==> src/omc_pkg.sv <==
// Shared constants, states and carriers of the operating-mode control block
`default_nettype none
package omc_pkg;
   // Register byte offsets
   localparam logic [7:0] OFF_CTRL   = 8'h00;
   localparam logic [7:0] OFF_PULL   = 8'h04;
   localparam logic [7:0] OFF_SLEW   = 8'h08;
   localparam logic [7:0] OFF_STATUS = 8'h0c;
   // Control fields and reset values
   localparam int unsigned CTRL_DBG_BIT  = 0;
   localparam int unsigned CTRL_CRYSTAL_OUTPUT_PIN_BIT = 1;
   localparam logic [1:0]  CTRL_RST      = 2'h1;
   localparam logic [7:0]  PULL_RST      = 8'h00;
   localparam logic [7:0]  SLEW_RST      = 8'h00;
   localparam logic [7:0]  PAD_PULL_RST  = 8'h01;
   localparam logic [7:0]  PAD_SLEW_RST  = 8'h00;
   // Status fields
   localparam int unsigned STAT_STATE_LSB = 0;
   localparam int unsigned STAT_BOOT_BIT  = 3;
   localparam int unsigned STAT_PIN_BIT   = 4;
   localparam int unsigned STAT_STOP_BIT  = 5;
   // Pin positions inside the port
   localparam int unsigned PIN_DEBUG = 0;
   localparam int unsigned PIN_XOUT  = 1;
   localparam int unsigned PIN_XIN   = 2;
   // Bus answers and the start-address location
   localparam logic [1:0]  RESP_OKAY   = 2'h0;
   localparam logic [1:0]  RESP_SLVERR = 2'h2;
   localparam logic [15:0] RESET_VECTOR_ADDR = 16'hfffe;

   typedef enum logic [2:0] {
      ST_HOLD   = 3'b000,
      ST_VECTOR = 3'b001,
      ST_RUN    = 3'b010,
      ST_HALT_TO_DEBUG_INSTRUCTION   = 3'b011,
      ST_WAIT   = 3'b100
   } omc_state_t;

   typedef enum logic [2:0] {
      CMD_MEM        = 3'b000,
      CMD_MEM_STAT   = 3'b001,
      CMD_DBG_REG    = 3'b010,
      CMD_BACKGROUND = 3'b011,
      CMD_CPU_REG    = 3'b100,
      CMD_TRACE      = 3'b101,
      CMD_RESUME     = 3'b110
   } omc_cmd_class_t;

   // Command from the debug link decoder
   typedef struct packed {
      logic           valid;
      omc_cmd_class_t cls;
   } omc_cmd_t;

   // Answer to one command
   typedef struct packed {
      logic done;
      logic executed;
      logic mode_err;
      logic ignored;
   } omc_cmd_rsp_t;

   // Events from the CPU core
   typedef struct packed {
      logic halt_instr;
      logic bdc_bkpt;
      logic dbg_bkpt;
      logic wait_instr;
      logic irq_req;
      logic stopped;
   } omc_cpu_ev_t;

   // Controls toward the CPU and system
   typedef struct packed {
      logic cpu_clk_en;
      logic cpu_suspend;
      logic sys_clk_en;
      logic reg_full;
      logic imask_clr;
      logic stack_start;
      logic vec_fetch;
      logic step;
   } omc_core_t;
endpackage : omc_pkg
`default_nettype wire

==> src/omc_mode_ctrl.sv <==
// Operating-mode control: boot mode, debug entry, wait, pad overrides
`timescale 1ns/1ns
`default_nettype none
module omc_mode_ctrl
   import omc_pkg::*;
#(
   parameter int unsigned NPINS = 8
) (
   input  wire logic                 aclk,
   input  wire logic                 aresetn,
   // AXI4-Lite slave
   input  wire logic [7:0]           s_axi_awaddr,
   input  wire logic                 s_axi_awvalid,
   output var  logic                 s_axi_awready,
   input  wire logic [31:0]          s_axi_wdata,
   input  wire logic [3:0]           s_axi_wstrb,
   input  wire logic                 s_axi_wvalid,
   output var  logic                 s_axi_wready,
   output var  logic [1:0]           s_axi_bresp,
   output var  logic                 s_axi_bvalid,
   input  wire logic                 s_axi_bready,
   input  wire logic [7:0]           s_axi_araddr,
   input  wire logic                 s_axi_arvalid,
   output var  logic                 s_axi_arready,
   output var  logic [31:0]          s_axi_rdata,
   output var  logic [1:0]           s_axi_rresp,
   output var  logic                 s_axi_rvalid,
   input  wire logic                 s_axi_rready,
   // Mode-select level on the shared debug pin
   input  wire logic                 mode_select_debug_pin,
   // Commands from the background debug controller
   input  wire omc_pkg::omc_cmd_t    cmd,
   output var  omc_pkg::omc_cmd_rsp_t cmd_rsp,
   // CPU side
   input  wire omc_pkg::omc_cpu_ev_t cpu_ev,
   output var  omc_pkg::omc_core_t   core,
   output var  logic [15:0]          vector_addr,
   output var  logic [2:0]           mode_state,
   // Pad controls of the port
   output var  logic [NPINS-1:0]     pad_pull_en,
   output var  logic [NPINS-1:0]     pad_slew_en
);
   omc_state_t       state_q;
   omc_state_t       state_d;
   logic             pin_level;
   logic             boot_bg_q;
   logic [1:0]       ctrl_q;
   logic [NPINS-1:0] pull_q;
   logic [NPINS-1:0] slew_q;
   logic             enter_bg;
   logic             take_cmd;
   logic             bg_cmd;
   logic             resume_cmd;
   logic             trace_cmd;
   logic             wait_like;

   // Classes allowed while the user program runs
   function automatic logic is_nonintrusive(input omc_cmd_class_t c);
      return (c == CMD_MEM) || (c == CMD_MEM_STAT) ||
             (c == CMD_DBG_REG) || (c == CMD_BACKGROUND);
   endfunction : is_nonintrusive

   // Register index decode shared by read and write
   function automatic logic [2:0] reg_sel(input logic [7:0] a);
      unique case (a)
         OFF_CTRL:   reg_sel = 3'h1;
         OFF_PULL:   reg_sel = 3'h2;
         OFF_SLEW:   reg_sel = 3'h3;
         OFF_STATUS: reg_sel = 3'h4;
         default:    reg_sel = 3'h0;
      endcase
   endfunction : reg_sel

   // Address outside the register map
   function automatic logic is_unmapped(input logic [7:0] a);
      return reg_sel(a) == 3'h0;
   endfunction : is_unmapped

   // Settled mode-select level
   omc_sync3 u_sync (
      .aclk  (aclk),
      .pin   (mode_select_debug_pin),
      .level (pin_level)
   );

   // Command decodes and the low-power condition
   assign take_cmd   = cmd.valid;
   assign bg_cmd     = take_cmd && (cmd.cls == CMD_BACKGROUND);
   assign resume_cmd = take_cmd && (cmd.cls == CMD_RESUME);
   assign trace_cmd  = take_cmd && (cmd.cls == CMD_TRACE);
   assign wait_like  = (state_q == ST_WAIT) || cpu_ev.stopped;

   // Entry sources from run mode
   assign enter_bg = bg_cmd
                   || cpu_ev.halt_instr
                   || cpu_ev.bdc_bkpt || cpu_ev.dbg_bkpt;

   // Boot choice caught once, in the first cycle after release
   always_ff @(posedge aclk) begin
      if (!aresetn) begin
         boot_bg_q <= 1'b0;
      end else if (state_q == ST_HOLD) begin
         boot_bg_q <= ~pin_level;
      end
   end

   // Mode sequencing
   always_comb begin
      state_d = state_q;
      unique case (state_q)
         ST_HOLD: begin
            if (pin_level) begin
               state_d = ST_VECTOR;
            end else begin
               state_d = ST_HALT_TO_DEBUG_INSTRUCTION;
            end
         end
         ST_VECTOR: begin
            state_d = ST_RUN;
         end
         ST_RUN: begin
            if (enter_bg) begin
               state_d = ST_HALT_TO_DEBUG_INSTRUCTION;
            end else if (cpu_ev.wait_instr) begin
               state_d = ST_WAIT;
            end
         end
         ST_HALT_TO_DEBUG_INSTRUCTION: begin
            if (resume_cmd) begin
               state_d = ST_RUN;
            end
         end
         ST_WAIT: begin
            if (bg_cmd) begin
               state_d = ST_HALT_TO_DEBUG_INSTRUCTION;
            end else if (cpu_ev.irq_req) begin
               state_d = ST_RUN;
            end
         end
         default: begin
            state_d = ST_HOLD;
         end
      endcase
   end

   // State register
   always_ff @(posedge aclk) begin
      if (!aresetn) begin
         state_q <= ST_HOLD;
      end else begin
         state_q <= state_d;
      end
   end

   // CPU and system controls, registered
   always_ff @(posedge aclk) begin
      if (!aresetn) begin
         core        <= '0;
         vector_addr <= '0;
      end else begin
         core.cpu_clk_en  <= (state_d == ST_RUN) || (state_d == ST_VECTOR);
         core.cpu_suspend <= (state_d == ST_HALT_TO_DEBUG_INSTRUCTION);
         core.sys_clk_en  <= 1'b1;
         core.reg_full    <= 1'b1;
         core.imask_clr   <= (state_q == ST_RUN) && (state_d == ST_WAIT);
         core.stack_start <= (state_q == ST_WAIT) && (state_d == ST_RUN);
         core.vec_fetch   <= (state_d == ST_VECTOR);
         core.step        <= (state_q == ST_HALT_TO_DEBUG_INSTRUCTION)
                             && trace_cmd;
         if (state_d == ST_VECTOR) begin
            vector_addr <= RESET_VECTOR_ADDR;
         end
      end
   end

   // Command admission by mode
   always_ff @(posedge aclk) begin
      if (!aresetn) begin
         cmd_rsp <= '0;
      end else begin
         cmd_rsp <= '0;
         if (take_cmd) begin
            cmd_rsp.done <= 1'b1;
            if (wait_like) begin
               if (cmd.cls == CMD_MEM_STAT) begin
                  cmd_rsp.mode_err <= 1'b1;
               end else if (cmd.cls == CMD_BACKGROUND) begin
                  cmd_rsp.executed <= 1'b1;
               end else begin
                  cmd_rsp.ignored <= 1'b1;
               end
            end else if (state_q == ST_HALT_TO_DEBUG_INSTRUCTION) begin
               cmd_rsp.executed <= 1'b1;
            end else if ((state_q == ST_RUN) && is_nonintrusive(cmd.cls)) begin
               cmd_rsp.executed <= 1'b1;
            end else begin
               cmd_rsp.ignored <= 1'b1;
            end
         end
      end
   end

   assign mode_state = state_q;

   // AXI4-Lite write channel
   logic       have_aw_q;
   logic       have_w_q;
   logic [7:0] awaddr_q;
   logic [7:0] wdata_q;
   logic       wlane_q;
   logic       do_write;

   assign s_axi_awready = !have_aw_q && !s_axi_bvalid;
   assign s_axi_wready  = !have_w_q && !s_axi_bvalid;
   assign do_write      = have_aw_q && have_w_q && !s_axi_bvalid;

   // Address and data taken in either order
   always_ff @(posedge aclk) begin
      if (!aresetn) begin
         have_aw_q <= 1'b0;
         have_w_q  <= 1'b0;
         awaddr_q  <= '0;
         wdata_q   <= '0;
         wlane_q   <= 1'b0;
      end else begin
         if (s_axi_awvalid && s_axi_awready) begin
            have_aw_q <= 1'b1;
            awaddr_q  <= s_axi_awaddr;
         end else if (do_write) begin
            have_aw_q <= 1'b0;
         end
         if (s_axi_wvalid && s_axi_wready) begin
            have_w_q <= 1'b1;
            wdata_q  <= s_axi_wdata[7:0];
            wlane_q  <= s_axi_wstrb[0];
         end else if (do_write) begin
            have_w_q <= 1'b0;
         end
      end
   end

   // Register writes, low byte lane only
   always_ff @(posedge aclk) begin
      if (!aresetn) begin
         ctrl_q <= CTRL_RST;
         pull_q <= PULL_RST[NPINS-1:0];
         slew_q <= SLEW_RST[NPINS-1:0];
      end else if (do_write && wlane_q) begin
         unique case (reg_sel(awaddr_q))
            3'h1: ctrl_q <= wdata_q[1:0];
            3'h2: pull_q <= wdata_q[NPINS-1:0];
            3'h3: slew_q <= wdata_q[NPINS-1:0];
            default: ctrl_q <= ctrl_q;
         endcase
      end
   end

   // Write response
   always_ff @(posedge aclk) begin
      if (!aresetn) begin
         s_axi_bvalid <= 1'b0;
         s_axi_bresp  <= RESP_OKAY;
      end else if (do_write) begin
         s_axi_bvalid <= 1'b1;
         s_axi_bresp  <= is_unmapped(awaddr_q) ? RESP_SLVERR : RESP_OKAY;
      end else if (s_axi_bready) begin
         s_axi_bvalid <= 1'b0;
      end
   end

   // AXI4-Lite read channel
   logic [31:0] rdata_d;

   assign s_axi_arready = !s_axi_rvalid;

   // Read data mux
   always_comb begin
      rdata_d = '0;
      unique case (reg_sel(s_axi_araddr))
         3'h1: rdata_d[1:0] = ctrl_q;
         3'h2: rdata_d[NPINS-1:0] = pull_q;
         3'h3: rdata_d[NPINS-1:0] = slew_q;
         3'h4: begin
            rdata_d[STAT_STATE_LSB +: 3] = state_q;
            rdata_d[STAT_BOOT_BIT]       = boot_bg_q;
            rdata_d[STAT_PIN_BIT]        = pin_level;
            rdata_d[STAT_STOP_BIT]       = cpu_ev.stopped;
         end
         default: rdata_d = '0;
      endcase
   end

   // Read answer one cycle after address
   always_ff @(posedge aclk) begin
      if (!aresetn) begin
         s_axi_rvalid <= 1'b0;
         s_axi_rdata  <= '0;
         s_axi_rresp  <= RESP_OKAY;
      end else if (s_axi_arvalid && s_axi_arready) begin
         s_axi_rvalid <= 1'b1;
         s_axi_rdata  <= rdata_d;
         s_axi_rresp  <= is_unmapped(s_axi_araddr) ? RESP_SLVERR : RESP_OKAY;
      end else if (s_axi_rready) begin
         s_axi_rvalid <= 1'b0;
      end
   end

   // Pad overrides for debug and crystal functions
   omc_pad_ctrl #(
      .NPINS (NPINS)
   ) u_pad (
      .aclk       (aclk),
      .aresetn    (aresetn),
      .pull_sw    (pull_q),
      .slew_sw    (slew_q),
      .debug_fn   (ctrl_q[CTRL_DBG_BIT]),
      .crystal_fn (ctrl_q[CTRL_CRYSTAL_OUTPUT_PIN_BIT]),
      .pull_en    (pad_pull_en),
      .slew_en    (pad_slew_en)
   );
endmodule : omc_mode_ctrl
`default_nettype wire

==> src/omc_sync3.sv <==
// Three-stage synchroniser that settles a pin level
`timescale 1ns/1ns
`default_nettype none
module omc_sync3 (
   input  wire logic aclk,
   input  wire logic pin,
   output var  logic level
);
   logic s1_q;
   logic s2_q;
   logic s3_q;
   logic lvl_q;

   // Chain runs through reset so the level is valid at release
   always_ff @(posedge aclk) begin
      s1_q <= pin;
      s2_q <= s1_q;
      s3_q <= s2_q;
   end

   // Level moves only when the two later stages agree
   always_ff @(posedge aclk) begin
      if (s2_q == s3_q) begin
         lvl_q <= s3_q;
      end
   end

   assign level = lvl_q;
endmodule : omc_sync3
`default_nettype wire

==> src/omc_pad_ctrl.sv <==
// Pullup and slew controls of one port with function overrides
`timescale 1ns/1ns
`default_nettype none
module omc_pad_ctrl
   import omc_pkg::*;
#(
   parameter int unsigned NPINS = 8
) (
   input  wire logic             aclk,
   input  wire logic             aresetn,
   input  wire logic [NPINS-1:0] pull_sw,
   input  wire logic [NPINS-1:0] slew_sw,
   input  wire logic             debug_fn,
   input  wire logic             crystal_fn,
   output var  logic [NPINS-1:0] pull_en,
   output var  logic [NPINS-1:0] slew_en
);
   logic [NPINS-1:0] pull_d;
   logic [NPINS-1:0] slew_d;

   // Software settings, then pin-function overrides
   always_comb begin
      pull_d = pull_sw;
      slew_d = slew_sw;
      if (crystal_fn) begin
         pull_d[PIN_XOUT] = 1'b0;
         pull_d[PIN_XIN]  = 1'b0;
         slew_d[PIN_XOUT] = 1'b0;
         slew_d[PIN_XIN]  = 1'b0;
      end
      if (debug_fn) begin
         pull_d[PIN_DEBUG] = 1'b1;
         slew_d[PIN_DEBUG] = 1'b0;
      end
   end

   // Registered pad controls
   always_ff @(posedge aclk) begin
      if (!aresetn) begin
         pull_en <= PAD_PULL_RST[NPINS-1:0];
         slew_en <= PAD_SLEW_RST[NPINS-1:0];
      end else begin
         pull_en <= pull_d;
         slew_en <= slew_d;
      end
   end
endmodule : omc_pad_ctrl
`default_nettype wire

==> config.mk <==
export PLATFORM = sky130hd
export DESIGN_NAME = omc_mode_ctrl
export DESIGN_NICKNAME = d
export VERILOG_FILES = /design/src/omc_pkg.sv /design/src/omc_mode_ctrl.sv /design/src/omc_sync3.sv /design/src/omc_pad_ctrl.sv
export SDC_FILE = /design/constraint.sdc
export NUM_CORES = 1
export LEC_CHECK = 0
export ABC_AREA = 1
export BUFFER_PORTS_ARGS = -buffer_cell sky130_fd_sc_hd__buf_4
export CORE_MARGIN = 2
export CORE_UTILIZATION = 30
export CTS_CLUSTER_DIAMETER = 40
export DETAILED_ROUTE_END_ITERATION = 6
export PLACE_DENSITY = 0.57
export SLEW_MARGIN = 10
export SYNTH_ARGS = -nofsm -noshare
export SYNTH_HDL_FRONTEND = slang
export SYNTH_HIERARCHICAL = 1
export SYNTH_SLANG_ARGS = --single-unit
==> constraint.sdc <==
create_clock -name aclk -period 4.1 [get_ports aclk]
set_clock_uncertainty 0.2 [all_clocks]
set_input_delay 0 -clock aclk [delete_from_list [all_inputs] [get_ports aclk]]
set_output_delay 0 -clock aclk [all_outputs]
set_load 0.01 [all_outputs]
==> out/qor.txt, run 1 <==
CP max FO: 16
Yosys reg bits: 85
Clock latency on the worst-skew pair: 340 ps
Sequential area share after synthesis: 0.470
Reg power frac: 0.427
Post-route ant nets: 0
Total Wirelength: 8.97 mm
Setup TNS Final: 0 ps
Syn. warnings: 6
Worst setup path start: s_axi_bvalid
Hpwl dp: 6.18 mm
# setup viols final: 0
CP Capture Point: wdata_q[6]
Mapped Area: 3640 sq um
Gpl congestion: 0.782
Post-synthesis simple-gate area fraction: 0.280
# hold bufs at CTS: 73
Top cell type's share of synthesized area: 0.462
Number of global-route vias before repair: 3164
WL/cell: 11.5 um
Initial DRC count: 111
GRT Overall Usage: 0.138
Final hold vios: 0
Async SR Flop Fraction: 0
Reg-to-reg critical path endpoint: wdata_q[6]
Peak VDD IR: 0.182 mV
Clk sinks: 85
R2r worst-path depth: 6
Setup bufs post-CTS: 0
Worst Path Required: 4120 ps
Resized Gates After CTS: 0
Combinational group share of total power: 0.177
Largest area contributor in the netlist: dfxtp_1
TritonCTS Buffers: 9
Power Density: 395 nW/um^2
Clk buf depth: 2
Sw frac: 0.261
ANT cells: 0
Power share of the clock group: 0.396
Die Ht: 114 um
RSZ-0062 raised after global routing: no
Setup crit end kind: flop
Most frequent cells in the layout: buf_4 (103), dfxtp_1 (84), nand2_1 (74)
Slew @ Worst Pin: 1130 ps
Slew Limit Fails: 0
Die Wd: 114 um
Clock Tree Root: clkbuf_16
Number of flops mapped to enable cells by yosys: 1
Synth cell types: 31
Xor and xnor area share after synthesis: 0
Post-synthesis mux area share: 0.00275
Gr ovfl total: 0
Arrival time worst endpoint: 2690 ps
Rel. slew slack: 0.246
Starting density of the core: 0.306
DR DRC count: 0
DR pass1 iterations: 4
Largest net degree at the start of global routing: 42
IO buf count: 103
Commonest non-fill, non-tap cell in the layout: buf_4
Via density: 4.36
Area Overhead vs Synth: 47.1%
Fmax: 374 MHz
Setup Crit Path Kind: flop to flop
Share of cells above drive strength 1: 0.225
Vias: 3385
Util after Layout: 0.450
First-pass GRT wire length: 14.3 mm
Max Cap Viol: 0
Worst R2R Setup Slack: 1430 ps
Final net count: 695
Static leakage: 2.55 nW
Core area: 11900 sq um
Final critical-path required period: 2670 ps
H-tree levels: 3
Worst r2r src: s_axi_bvalid
Startpoint types: flop
Net Sw Power: 0.552 mW
Status: completed
Main combinational cell family by area after synthesis: simple AND/OR/NAND/NOR gates
Dominant synthesized flop cell: dfxtp_1
P_int: 1.56 mW
Synth Area in Compound Gates: 0.0856
Die ar.: 13000 sq um
Placement Rows: 40
TritonCTS clock tree: done
Reg clk slew, reported paths: 70 ps
Synth Area in Adders: 0
Initial antenna violation count: 0
Ports: 158
Hold crit path type: primary input to flop
Synthesized area per cell: 7.80 sq um
Cells after Synth: 467
Tcrit/Tclk final: 0.652
Largest cells by area after synthesis: dfxtp_1 (46%), buf_4 (8.9%), nand2_1 (7.6%)
worst min-delay path by stage:
stage                               start          end  cells after the start
floorplan                         aresetn      core[4]                      0
finish                      s_axi_awvalid    have_aw_q                      3
detailed placement  mode_select_debug_pin  u_sync/s1_q                      1
global route                s_axi_awvalid    have_aw_q                      3
CTS                         s_axi_awvalid    have_aw_q                      3
global placement    mode_select_debug_pin  u_sync/s1_q                      1
sequential cells by signal (all words and copies together), names as in the netlist, 2 cells and up:
signal and cells:
awaddr_q 8, cmd_rsp 4, core 7, ctrl_q 2
mode_state 3, pull_q 8, s_axi_rdata 8, slew_q 8
u_pad/pull_en 8, u_pad/slew_en 8, wdata_q 8
cell type report:
| class | instances | area, sq um |
|---|---|---|
| sequential | 85 | 1710 |
| tap | 147 | 184 |
| multi-input combinational | 299 | 1440 |
| clock inverter | 5 | 57.6 |
| inverter | 54 | 203 |
| timing repair buffer | 176 | 1500 |
| clock buffer | 11 | 253 |
| fill | 1202 | 6560 |
cells in the mapped netlist (all sizes together), types with 6 or more instances:
cell type	count
dfxtp	84
nand2	76
nor2	58
inv	54
nand3	50
buf	49
a21oi	34
o21ai	21
nor3	19
clkbuf	6
kinds of logic after synthesis:
logic type             count (synthesis)
AO/OA/AOI/OAI                         60
buffers and inverters                109
flip-flops                            85
multiplexers                           1
other                                  1
AND/OR/NAND/NOR                      211
routing by layer:
metal | routed length (um) | global-route usage
met3 | 494 | 0.0302
met2 | 4230 | 0.230
met4 | 142 | 0.0577
met1 | 4100 | 0.173
met5 | 0 | 0
power by group through the flow:
stage	Clock [mW]	Combinational [mW]	Sequential, mW
detailed placement	0	0.310	0.923
finish	0.837	0.375	0.904
global placement	0	0.307	0.921
CTS	0.861	0.374	0.904
global route	0.895	0.412	0.909
floorplan	0	0.225	0.924
through the flow:
stage / area, sq um / instances / worst slack, ps / hold WS (ps) / power [mW]
floorplan: 3740 / 493 / 2600 / -172 / 1.15
global placement: 4310 / 688 / 2260 / -93.0 / 1.23
detailed placement: 4310 / 688 / 2230 / -93.7 / 1.23
CTS: 5360 / 777 / 1450 / 11.0 / 2.14
global route: 5360 / 777 / 1220 / 69.6 / 2.22
finish: 5360 / 777 / 1430 / 18.6 / 2.12
worst max-delay path: stages (launching register included):
cell and delay (ps):
dfxtp_1 360, nor2_1 350, nand2_2 270, o21ai_0 200, dlygate4sd3_1 570, a21oi_1 40
dlygate4sd3_1 560
Power figures use the tool's default switching activity.
==> run 2: changes to the inputs <==
--- a/config.mk
+++ b/config.mk
@@ -5,7 +5,7 @@
 export SDC_FILE = /design/constraint.sdc
 export NUM_CORES = 1
 export LEC_CHECK = 0
-export ABC_AREA = 1
+export ABC_AREA = 0
 export BUFFER_PORTS_ARGS = -buffer_cell sky130_fd_sc_hd__buf_4
 export CORE_MARGIN = 2
 export CORE_UTILIZATION = 30
==> constraint.sdc (replaced) <==
create_clock -name aclk -period 2.7 [get_ports aclk]
set_clock_uncertainty 0.2 [all_clocks]
set_input_delay 0 -clock aclk [delete_from_list [all_inputs] [get_ports aclk]]
set_output_delay 0 -clock aclk [all_outputs]
set_load 0.01 [all_outputs]
==> run 2 against run 1 <==
Effect of this change:
- core utilization increased by 0.61 points
- first-iteration DRC count increased by 18%
- die area decreased by 3.0%
- critical path depth unchanged
- flip-flop and latch count unchanged
- worst setup slack got worse by 1200 ps
- via count decreased by 8.6%
- sequential share of layout area increased by 0.82 points
- wire length decreased by 4.4%
- combinational power increased by 5%
- register-to-register slack got worse by 1200 ps
- clock power increased by 71%
- largest cell class unchanged
==> out/qor.txt, run 2 <==
Status: completed
Sequential area share after synthesis: 0.485 (+0.0150)
TritonCTS clock tree: done
Clock Tree Root: clkbuf_16
Yosys reg bits: 85 (unchanged)
Vias: 3094 (-8.6%)
Final net count: 604 (-13%)
Post-synthesis simple-gate area fraction: 0.224 (-0.0556)
Via density: 4.54 (+4.1%)
TritonCTS Buffers: 9 (unchanged)
Die Ht: 112 um (-1.5%)
Mapped Area: 3530 sq um (-3.1%)
Final instance area: 5230 sq um (-2.4%)
Fill count: 1094 (-9.0%)
Crit path cell chain: nor2_1, and2_1, nand2_1, dlygate4sd3_1, a21oi_1, dlygate4sd3_1
Total Wirelength: 8.57 mm (-4.4%)
CP max stage cell: dlygate4sd3_1
Clock latency on the worst-skew pair: 340 ps (about the same)
Largest net degree at the start of global routing: 42 (unchanged)
Final hold vios: 0 (unchanged)
Synth cell types: 50 (+61%)
Synth Area in Adders: 0 (unchanged)
Hold crit path type: primary input to flop
Crit path top cell by count: dlygate4sd3_1
Largest cells by area after synthesis: dfxtp_1 (48%), buf_4 (8.9%), nand2_1 (6.4%)
WL/cell: 12.6 um (+8.9%)
Slew Limit Fails: 0 (unchanged)
Worst R2R Setup Slack: 210 ps (-1220 ps)
Core area: 11500 sq um (-3.7%)
Post-DP Area: 4190 sq um (-2.8%)
Gr ovfl total: 0 (unchanged)
Die ar.: 12600 sq um (-3.0%)
Async SR Flop Fraction: 0 (unchanged)
Area Overhead vs Synth: 48.1%
Slew @ Worst Pin: 664 ps (-465 ps)
Post-synthesis mux area share: 0.0709 (+0.0682)
Hpwl dp: 5.84 mm (-5.5%)
IO buf count: 103 (unchanged)
Synth Area in Compound Gates: 0.0954 (+0.00982)
Top cell type's share of synthesized area: 0.477 (+0.0147)
Initial DRC count: 131 (+18%)
Setup TNS Final: 0 ps (unchanged)
Number of global-route vias before repair: 2982 (-5.8%)
R2r worst-path depth: 6 (unchanged)
Syn. warnings: 6 (unchanged)
GRT Overall Usage: 0.141 (+0.00261)
CP max FO: 8 (-8)
Setup Crit Path Kind: flop to flop
Tcrit/Tclk final: 0.923 (+0.271)
Max Cap Viol: 0 (unchanged)
Die Wd: 112 um (-1.5%)
Setup crit end kind: flop
Starting density of the core: 0.308 (+0.00202)
DR pass1 iterations: 5 (+1)
Worst Path Required: 2780 ps (-1340 ps)
Cells after Synth: 384 (-18%)
Main combinational cell family by area after synthesis: simple AND/OR/NAND/NOR gates
Reg clk slew, reported paths: 60 ps (about the same)
Static leakage: 2.37 nW (-7.0%)
Dominant synthesized flop cell: dfxtp_1
Worst r2r src: s_axi_bvalid
Top post-synthesis cells by count: dfxtp_1 (84), nand2_1 (60), buf_4 (42)
Rel. slew slack: 0.556 (+0.310)
Dominant cell by count in the synthesized netlist: dfxtp_1
Clk sinks: 85 (unchanged)
Commonest non-fill, non-tap cell in the layout: buf_4
Post-route ant nets: 0 (unchanged)
Fmax: 401 MHz (+7.3%)
Xor and xnor area share after synthesis: 0.00248 (+0.00248)
Power Density: 606 nW/um^2 (+53%)
H-tree levels: 3 (unchanged)
Arrival time worst endpoint: 2580 ps (-110 ps)
Initial antenna violation count: 0 (unchanged)
Share of cells above drive strength 1: 0.254 (+0.0288)
Startpoint types: flop
ANT cells: 0 (unchanged)
DR DRC count: 0 (unchanged)
Peak VDD IR: 0.296 mV (+63%)
Final critical-path required period: 2490 ps (-181 ps)
Setup bufs post-CTS: 0 (unchanged)
# setup viols final: 0 (unchanged)
Worst path max stage delay: 580 ps (about the same)
Most frequent cells in the layout: buf_4 (104), dfxtp_1 (83), dlygate4sd3_1 (68)
Placement Rows: 39 (-2.5%)
Ports: 158 (unchanged)
Synthesized area per cell: 9.19 sq um (+18%)
Largest area contributor in the netlist: dfxtp_1
Worst setup path start: s_axi_bvalid
Number of flops mapped to enable cells by yosys: 1 (unchanged)
Gpl congestion: 0.841 (+7.5%)
CP Capture Point: awaddr_q[4]
Clk buf depth: 2 (unchanged)
First-pass GRT wire length: 14.2 mm (-0.43%)
RSZ-0062 raised after global routing: no
Reg-to-reg critical path endpoint: awaddr_q[4]
==> run 2: how the worst min path moves through the flow <==
stage          slack (ps)                   from  cells past startpoint              to
2_1_floorplan        -170                aresetn                      0         core[4]
3_3_place_gp          -90  mode_select_debug_pin                      1     u_sync/s1_q
3_5_place_dp          -90  mode_select_debug_pin                      1     u_sync/s1_q
4_1_cts                10        s_axi_araddr[6]                      5  s_axi_rdata[2]
5_1_grt                30        s_axi_araddr[7]                      5  s_axi_rdata[3]
6_report               10        s_axi_araddr[6]                      5  s_axi_rdata[3]
==> run 2: stage by stage <==
step,instances,power [mW],setup slack [ps],hold slack [ps],util
after CTS,682,3.20,110,10.9,0.456
final,682,3.17,207,13.0,0.456
after floorplan,410,1.59,944,-172,-
after detailed placement,598,1.69,691,-89.9,0.366
after global placement,598,1.68,717,-92.9,0.366
after global routing,682,3.32,46.7,26.3,0.456
==> run 2: area by class of cell <==
class	count	area, sq um	share of cell area
clock buffers	11	243	0.0465
flip-flops and latches	85	1710	0.328
well taps	143	179	0.0342
clock inverters	5	106	0.0204
inverters	9	33.8	0.00647
repair buffers	172	1460	0.280
multi-input cells	257	1490	0.285
==> run 2: what timing repair did <==
action,in CTS,in global routing
endpoints found under the setup margin,0,1
resized for setup,0,1
hold buffers,68,0
endpoints found under the hold margin,66,0
==> run 2: cells by family (layout without fill, tap and decap cells) <==
kind of cell,Yosys count,after routing
other,1,27
DFF,85,85
AOI/OAI and AO/OA,53,53
muxes,22,22
xor gates and xnor gates,1,1
buffers and inverters,68,197
and+or+nand+nor,154,154
==> run 2: critical path, delay by kind of cell (launching register included) <==
| family | cells | cell delay [ps] |
|---|---|---|
| buf+inv | 2 | 1130 |
| simple gates | 3 | 580 |
| flops | 1 | 370 |
| compound gates | 1 | 150 |
==> run 2: where the power goes <==
part / internal [mW] / switching [mW] / total [mW] / leakage, nW
sequential: 1.30 / 0.0462 / 1.35 / 0.694
clock: 0.932 / 0.493 / 1.43 / 0.166
combinational: 0.213 / 0.181 / 0.393 / 1.51
==> run 2: routing by layer <==
| metal | vias to the layer above | track usage | share of wire |
|---|---|---|---|
| met5 | - | 0 | 0 |
| met2 | 130 | 0.234 | 0.47 |
| met1 | 1408 | 0.172 | 0.44 |
| met4 | 0 | 0.0683 | 0.020 |
| li1 | 1541 | - | - |
| met3 | 15 | 0.0324 | 0.068 |
